$ cat src/pcrs_pkg.sv
// Shared constants and types for the program counter and return stack
package pcrs_pkg;

  // ---------------------------------------------------------------
  // Widths
  // ---------------------------------------------------------------
  localparam int PC_W    = 21;
  localparam int PTR_W   = 5;
  localparam int DEPTH   = 31;
  localparam int UPPER_W = 5;

  // ---------------------------------------------------------------
  // Field positions and reset values
  // ---------------------------------------------------------------
  localparam int LOW_LSB   = 0;
  localparam int HIGH_LSB  = 8;
  localparam int UPPER_LSB = 16;
  localparam logic [PC_W-1:0]  PC_RESET  = 21'h000000;
  localparam logic [PTR_W-1:0] PTR_RESET = 5'h00;
  localparam logic [PTR_W-1:0] PTR_MAX   = 5'h1F;
  localparam logic [PC_W-1:0]  PC_STEP   = 21'h000002;

  // ---------------------------------------------------------------
  // Program counter operations from the core
  // ---------------------------------------------------------------
  typedef enum logic [2:0] {
    PCRS_OP_NONE,
    PCRS_OP_STEP,
    PCRS_OP_JUMP,
    PCRS_OP_INVOKE,
    PCRS_OP_IRQ_ACK,
    PCRS_OP_EXIT
  } pcrs_op_e;

endpackage

$ cat src/pcrs_core.sv
// Program counter with latch bytes and hardware return address stack
`timescale 1ns/1ps
module pcrs_core
  import pcrs_pkg::*;
(
  input  wire logic              clk,
  input  wire logic              rst_b,
  input  wire pcrs_op_e          op,
  input  wire logic [PC_W-1:0]   target,
  input  wire logic              low_wr,
  input  wire logic [7:0]        low_wdata,
  input  wire logic              low_rd,
  input  wire logic              latch_high_wr,
  input  wire logic              latch_upper_wr,
  input  wire logic [7:0]        latch_wdata,
  input  wire logic              ptr_wr,
  input  wire logic [PTR_W-1:0]  ptr_wdata,
  input  wire logic              top_low_wr,
  input  wire logic              top_high_wr,
  input  wire logic              top_upper_wr,
  input  wire logic [7:0]        top_wdata,
  input  wire logic              ovf_clr,
  input  wire logic              unf_clr,
  output logic      [PC_W-1:0]   pc,
  output logic      [7:0]        counter_low_byte,
  output logic      [7:0]        counter_high_latch,
  output logic      [7:0]        counter_upper_latch,
  output logic      [PTR_W-1:0]  return_pointer,
  output logic      [7:0]        stack_top_low,
  output logic      [7:0]        stack_top_high,
  output logic      [7:0]        stack_top_upper,
  output logic                   stack_overflow,
  output logic                   stack_underflow
);

  // ---------------------------------------------------------------
  // State
  // ---------------------------------------------------------------
  typedef struct packed {
    logic [PC_W-1:0]  pc;
    logic [7:0]       lat_high;
    logic [7:0]       lat_upper;
    logic [PTR_W-1:0] ptr;
    logic [PC_W-1:0]  top;
    logic             ovf;
    logic             unf;
  } pcrs_state_s;

  pcrs_state_s       state;
  pcrs_state_s       next_state;
  logic              ram_wr;
  logic [PTR_W-1:0]  ram_wptr;
  logic [PC_W-1:0]   ram_wdata;
  logic [PC_W-1:0]   ram_rdata;
  logic [PTR_W-1:0]  rd_ptr;

  // ---------------------------------------------------------------
  // Helpers
  // ---------------------------------------------------------------
  // Force word alignment of any counter value
  function automatic logic [PC_W-1:0] align(input logic [PC_W-1:0] v);
    return {v[PC_W-1:1], 1'b0};
  endfunction

  // Replace one byte lane of a 21-bit word
  function automatic logic [PC_W-1:0] put_byte(
    input logic [PC_W-1:0] v,
    input int              lsb,
    input logic [7:0]      b
  );
    logic [PC_W-1:0] r;
    r = v;
    if (lsb == UPPER_LSB) begin
      r[PC_W-1:UPPER_LSB] = b[UPPER_W-1:0];
    end else begin
      r[lsb +: 8] = b;
    end
    return r;
  endfunction

  // Pointer after this cycle's operation; mirrors the next-state rules
  function automatic logic [PTR_W-1:0] ptr_after(
    input pcrs_op_e         o,
    input logic [PTR_W-1:0] p,
    input logic             wr,
    input logic [PTR_W-1:0] wd
  );
    logic [PTR_W-1:0] r;
    r = p;
    if ((o == PCRS_OP_INVOKE || o == PCRS_OP_IRQ_ACK) && p != PTR_MAX) begin
      r = p + 5'h01;
    end else if (o == PCRS_OP_EXIT && p != PTR_RESET) begin
      r = p - 5'h01;
    end else if (o == PCRS_OP_NONE && wr) begin
      r = wd;
    end
    return r;
  endfunction

  // Read address kept apart from next_state, so the storage read
  // port cannot close a loop through the next-state process
  assign rd_ptr = ptr_after(op, state.ptr, ptr_wr, ptr_wdata);

  // ---------------------------------------------------------------
  // Storage
  // ---------------------------------------------------------------
  pcrs_stack_ram u_ram (
    .clk     (clk),
    .wr_en   (ram_wr),
    .wr_ptr  (ram_wptr),
    .wr_data (ram_wdata),
    .rd_ptr  (rd_ptr),
    .rd_data (ram_rdata)
  );

  // ---------------------------------------------------------------
  // Next state
  // ---------------------------------------------------------------
  // Core operations take priority over software in the same cycle
  // because the core stalls software access while it acts.
  always_comb begin
    logic [PC_W-1:0] ret;
    logic            top_hit;
    logic            ovf_set;
    logic            unf_set;
    next_state = state;
    ovf_set    = 1'b0;
    unf_set    = 1'b0;
    ram_wr     = 1'b0;
    ram_wptr   = state.ptr;
    ram_wdata  = state.top;
    ret        = align(state.pc + PC_STEP);
    top_hit    = 1'b0;

    // Sequencing of the counter and stack by the core
    unique case (op)
      PCRS_OP_NONE: begin
      end
      PCRS_OP_STEP: begin
        next_state.pc = ret;
      end
      PCRS_OP_JUMP: begin
        next_state.pc = align(target);
      end
      PCRS_OP_INVOKE, PCRS_OP_IRQ_ACK: begin
        // Return address is the following instruction
        if (op == PCRS_OP_INVOKE) begin
          next_state.pc = align(target);
        end else begin
          next_state.pc = align(target);
        end
        if (state.ptr == PTR_MAX) begin
          next_state.ovf = 1'b1;
          ovf_set        = 1'b1;
        end else begin
          next_state.ptr = state.ptr + 5'h01;
          ram_wr         = 1'b1;
          ram_wptr       = next_state.ptr;
          ram_wdata      = ret;
          top_hit        = 1'b1;
        end
      end
      PCRS_OP_EXIT: begin
        if (state.ptr == PTR_RESET) begin
          next_state.unf = 1'b1;
          unf_set        = 1'b1;
        end else begin
          next_state.pc  = align(state.top);
          next_state.ptr = state.ptr - 5'h01;
        end
      end
      default: begin
      end
    endcase

    // Software access to the counter low byte and latches
    if (op == PCRS_OP_NONE) begin
      if (latch_high_wr) begin
        next_state.lat_high = latch_wdata;
      end
      if (latch_upper_wr) begin
        next_state.lat_upper = {3'h0, latch_wdata[UPPER_W-1:0]};
      end
      if (low_rd) begin
        next_state.lat_high  = state.pc[HIGH_LSB +: 8];
        next_state.lat_upper = {3'h0, state.pc[PC_W-1:UPPER_LSB]};
      end
      if (low_wr) begin
        next_state.pc = align({state.lat_upper[UPPER_W-1:0],
                               state.lat_high, low_wdata});
      end

      // Software stack pointer and top-of-stack access
      if (ptr_wr) begin
        next_state.ptr = ptr_wdata;
      end else if (top_low_wr | top_high_wr | top_upper_wr) begin
        ram_wdata = state.top;
        if (top_low_wr) begin
          ram_wdata = put_byte(ram_wdata, LOW_LSB, top_wdata);
        end
        if (top_high_wr) begin
          ram_wdata = put_byte(ram_wdata, HIGH_LSB, top_wdata);
        end
        if (top_upper_wr) begin
          ram_wdata = put_byte(ram_wdata, UPPER_LSB, top_wdata);
        end
        ram_wr   = 1'b1;
        ram_wptr = state.ptr;
        top_hit  = 1'b1;
      end
    end

    // Top mirror follows the entry at the pointer
    if (top_hit && ram_wptr != PTR_RESET) begin
      next_state.top = ram_wdata;
    end else begin
      next_state.top = ram_rdata;
    end

    // Flag set wins over a clear in the same cycle, even when the
    // flag is already up, so a repeated fault is never lost
    if (ovf_clr && !ovf_set) begin
      next_state.ovf = 1'b0;
    end
    if (unf_clr && !unf_set) begin
      next_state.unf = 1'b0;
    end
  end

  // ---------------------------------------------------------------
  // Registers
  // ---------------------------------------------------------------
  always_ff @(posedge clk or negedge rst_b) begin
    if (!rst_b) begin
      state     <= '0;
      state.pc  <= PC_RESET;
      state.ptr <= PTR_RESET;
    end else begin
      state <= next_state;
    end
  end

  // ---------------------------------------------------------------
  // Outputs, all straight from the state register
  // ---------------------------------------------------------------
  assign pc                  = state.pc;
  assign counter_low_byte    = state.pc[7:0];
  assign counter_high_latch  = state.lat_high;
  assign counter_upper_latch = state.lat_upper;
  assign return_pointer      = state.ptr;
  assign stack_top_low       = state.top[7:0];
  assign stack_top_high      = state.top[15:8];
  assign stack_top_upper     = {3'h0, state.top[PC_W-1:UPPER_LSB]};
  assign stack_overflow      = state.ovf;
  assign stack_underflow     = state.unf;

endmodule

$ cat src/pcrs_stack_ram.sv
// Return address storage, 31 words addressed by pointer values 1..31
`timescale 1ns/1ps
module pcrs_stack_ram
  import pcrs_pkg::*;
(
  input  wire logic             clk,
  input  wire logic             wr_en,
  input  wire logic [PTR_W-1:0] wr_ptr,
  input  wire logic [PC_W-1:0]  wr_data,
  input  wire logic [PTR_W-1:0] rd_ptr,
  output logic      [PC_W-1:0]  rd_data
);

  // ---------------------------------------------------------------
  // Storage
  // ---------------------------------------------------------------
  // Index 0 is unused so pointer zero owns no word
  logic [PC_W-1:0] mem [1:DEPTH];

  // Write port, pointer zero is never stored
  always_ff @(posedge clk) begin
    if (wr_en && wr_ptr != PTR_RESET) begin
      mem[wr_ptr] <= wr_data;
    end
  end

  // Read port is combinational, zero reads as zero
  always_comb begin
    if (rd_ptr == PTR_RESET) begin
      rd_data = PC_RESET;
    end else begin
      rd_data = mem[rd_ptr];
    end
  end

endmodule

$ cat config.mk
export PLATFORM = sky130hd
export DESIGN_NAME = pcrs_core
export DESIGN_NICKNAME = d
export VERILOG_FILES = /design/src/pcrs_pkg.sv /design/src/pcrs_core.sv /design/src/pcrs_stack_ram.sv
export SDC_FILE = /design/constraint.sdc
export NUM_CORES = 1
export LEC_CHECK = 0
export ABC_AREA = 1
export BUFFER_PORTS_ARGS = -buffer_cell sky130_fd_sc_hd__buf_2
export CELL_PAD_IN_SITES_DETAIL_PLACEMENT = 1
export CELL_PAD_IN_SITES_GLOBAL_PLACEMENT = 2
export CORE_MARGIN = 1.5
export CORE_UTILIZATION = 40
export CTS_CLUSTER_SIZE = 25
export DETAILED_ROUTE_END_ITERATION = 16
export PLACE_DENSITY_LB_ADDON = 0.12
export RECOVER_POWER = 50
export SETUP_SLACK_MARGIN = 0.5
export SLEW_MARGIN = 20
export SYNTH_ARGS = -nofsm -noshare
export SYNTH_HDL_FRONTEND = slang
export SYNTH_HIERARCHICAL = 1
export SYNTH_SLANG_ARGS = --single-unit
$ cat constraint.sdc
create_clock -name clk -period 4.6 [get_ports clk]
set_clock_uncertainty 0.2 [all_clocks]
set_input_delay 0.92 -clock clk [delete_from_list [all_inputs] [get_ports clk]]
set_output_delay 0.92 -clock clk [all_outputs]
set_load 0.05 [all_outputs]
==> impl_metrics.py <==
metrics = {
    "routing": {
        "wire_per_inst_um": 23.2,
        "viasPerCell": 5.24,
        "drt_iter0_markers": 1629,
        "wirelength_um": 104000,
        "drcViolationCount": 0,
        "ant_nets": 0,
        "vias": 23600,
        "drt-pass1-iter-count": 5,
    },
    "clock_network": {
        "cts.reportedPaths.clkPinSlew_ns": 0.06,
        "ctsHoldBuffers": 0,
        "numCtsBuffers": 80,
        "worstSkewPairLatency_ns": 0.64,
        "cts-root-buf": "clkbuf_16",
        "h-tree-depth": 3,
        "clockBufferDepth": 3,
        "cts_tree": "done",
        "cts.sinks": 713,
    },
    "cells_and_area": {
        "synthToLayoutAreaGrowth_pct": 15.2,
        "fin_nets": 3456,
        "final_cells": 4501,
        "drive_gt1_share_pct": 10.5,
    },
    "critical_path": {
        "crit_arrival_ns": 4.39,
        "rr_endpoint": "stack_top_upper[3]",
        "worst-setup-path-type": "register to register",
        "reg2reg_depth": 20,
        "cp_max_fo": 20,
        "crit_required_ns": 4.96,
        "reg2reg_setup_slack_ns": 0.57,
        "r2r_start": "return_pointer[0]",
        "worst_setup_path_start_kind": "register",
        "end_kind": "register",
    },
    "run_status": {
        "status": "complete, but fails checks",
        "violations": "capacitance limit, slew limit",
    },
    "worst_hold_path": {
        "hp-start": "unf_clr",
        "whs_path_depth": 2,
        "holdPathEnd": "stack_underflow",
        "hold_path.class": "input pin to register",
    },
    "synthesis": {
        "synth.avg_cell_area_sq_um": 9.94,
        "synth-async-reset-ratio_pct": 8.70,
        "synth-main-ff-cell": "edfxtp_1",
        "synth_edf_count": 651,
        "ys_types": 43,
        "synth_seq_cells": 713,
        "syn_inst": 3201,
        "seq_area_frac_synth_pct": 66.3,
        "ys_warn_count": 6,
        "syn-cell-area_sq_um": 31800,
    },
    "timing": {
        "hold_violations": 0,
        "period_share_pct": 87.6,
        "rsz0062_at_grt": "false",
        "post-route-min-period_ns": 4.03,
        "max_slew_margin_pct": -53.8,
        "setup_tns_ns": 0,
        "setup_viol": 0,
        "maxSlewViolCount": 295,
        "fmax_mhz": 248,
        "worstMarginPinSlew_ns": 2.31,
    },
    "floorplan": {
        "initial_core_util_pct": 40.3,
        "die_h_um": 285,
        "die_w_um": 285,
        "core_sq_um": 78900,
        "ios": 141,
        "placementRows": 103,
        "die_area_sq_um": 81200,
    },
    "global_routing": {
        "grtUsageTotal_pct": 25.8,
        "grt_overflow_total": 0,
        "grt_pass1_wl_um": 157000,
        "grt_max_degree": 88,
        "grt_pass1_vias": 24700,
        "antenna_found_initial": 3,
    },
    "power": {
        "peakVddDrop_v": 0.000340,
        "p_leak_nw": 14.6,
        "powerDensity_nw_per_um2": 703,
    },
    "placed_design": {
        "portBuffers": 132,
        "hpwl_um": 65900,
        "dp_cells": 4342,
        "place.gp.congestion": 0.874,
    },
    "job": {
        "cap_violations": 9,
    },
}
-- how the worst max path moves through the flow --
stage	from	to	slack, ns	cells past startpoint
5_1_grt	return_pointer[0]	u_ram/mem[6][6]	0.31	12
3_3_place_gp	op[1]	stack_top_low[1]	0.19	21
2_1_floorplan	return_pointer[1]	u_ram/mem[31][0]	0.84	11
6_report	return_pointer[0]	stack_top_upper[3]	0.57	20
3_5_place_dp	op[1]	stack_top_low[3]	0.16	22
4_1_cts	return_pointer[1]	stack_top_upper[0]	0.52	20
-- metrics by stage --
stage / utilization (%) / instance area (sq um) / setup slack, ns / total power (W) / hold WS, ns
6_report: 46.5 / 36600 / 0.572 / 0.0258 / 0.279
5_1_grt: 46.5 / 36600 / 0.306 / 0.0272 / 0.268
4_1_cts: 46.5 / 36700 / 0.525 / 0.0259 / 0.107
3_5_place_dp: 43.4 / 34200 / 0.164 / 0.0197 / 0.315
3_3_place_gp: 43.4 / 34200 / 0.190 / 0.0194 / 0.295
2_1_floorplan: - / 31800 / 0.836 / 0.0153 / 0.424
-- registers in the layout (all words and copies together), names as in the netlist --
name                 count
u_ram/mem              651
return_pointer           5
stack_underflow          1
stack_top_upper          5
counter_upper_latch      5
pc                      21
stack_overflow           1
stack_top_low            8
counter_high_latch       8
stack_top_high           8
-- logic make-up after synthesis --
group	share of synthesized area (%)
simple gates	22.3
flops	66.3
buf+inv	5.89
compound gates	4.83
xor+xnor	0.303
fa+ha+maj	0.197
mux	0.102
other cells	0.0118
-- synth_stat cells, types with 6 or more instances --
cell / n / area share (%)
a21oi_1: 60 / 0.94
buf_1: 17 / 0.20
buf_2: 55 / 0.87
buf_4: 25 / 0.59
buf_6: 19 / 0.67
clkbuf_1: 55 / 0.65
dfrtp_1: 62 / 4.9
edfxtp_1: 651 / 61
inv_1: 234 / 2.8
nand2_1: 989 / 12
nand2_2: 6 / 0.12
nand3_1: 284 / 4.5
nand3b_1: 7 / 0.17
nand4_1: 10 / 0.20
nor2_1: 453 / 5.3
o211ai_1: 13 / 0.31
o21a_1: 10 / 0.24
o21ai_0: 182 / 2.9
o21ai_1: 11 / 0.17
o22ai_1: 7 / 0.14
xor2_1: 7 / 0.19
-- report_power, final --
| part | leakage, nW | internal [W] | switching (W) | total [W] |
|---|---|---|---|---|
| Clock | 1.20 | 0.00350 | 0.00261 | 0.00612 |
| Combinational | 6.83 | 0.00293 | 0.00811 | 0.0110 |
| Sequential | 6.60 | 0.00826 | 0.000347 | 0.00861 |
-- cell usage in the layout (no fill, tap or decap), types with 11 or more instances in the layout --
cell | netlist | final
o21ai_0 | 182 | 180
clkbuf_1 | 55 | 104
buf_2 | 55 | 60
a21oi_1 | 60 | 58
clkinv_1 | 1 | 24
o21ai_1 | 11 | 11
dfrtp_1 | 62 | 61
nand3_1 | 284 | 285
nor2_1 | 453 | 408
buf_12 | 1 | 19
nand2_1 | 989 | 989
edfxtp_1 | 651 | 651
inv_1 | 234 | 234
buf_4 | 25 | 94
o211ai_1 | 13 | 13
clkbuf_16 | 0 | 82
nor2_2 | 2 | 44
-- layout make-up --
cell class | count | area, sq um
antenna | 2 | 5.00
clock buffer | 105 | 2140
clock inverter | 40 | 325
fill | 8868 | 42200
inverter | 241 | 936
multi-input combinational | 2080 | 9020
sequential | 713 | 21100
tap | 1050 | 1310
timing repair buffer | 269 | 1800
timing repair inverter | 1 | 5.00
-- timing repair --
action,in CTS,in global routing
cloned,0,2
gates resized for setup,2,17
endpoints found under the setup margin,13,312
pin swaps,1,2
buffers inserted,3,7
-- worst max-delay path: stages (launching register included) --
cell and delay, ns:
dfrtp_1 0.45, ha_1 0.26, nand3_1 0.13, inv_1 0.06, ha_1 0.23, inv_1 0.15
nand3_1 0.16, clkinv_1 0.10, buf_4 0.25, nand2_2 0.11, o211ai_1 0.20, buf_6 0.28
nor2_4 0.07, buf_4 0.18, buf_12 0.18, nand4_1 0.12, buf_4 0.23, nand2_1 0.07
nor2_1 0.29, nand2_1 0.10, nand2_1 0.08
-- per-layer routing --
layer	up-vias	part of all wire [%]	track usage, %	wire length [um]
li1	11000	-	-	-
met1	12000	45	35.2	46600
met2	496	49	43.4	50700
met3	144	4.1	3.14	4250
met4	0	2.7	7.33	2850
met5	-	0	0	0
(Power assumes the default switching activity.)
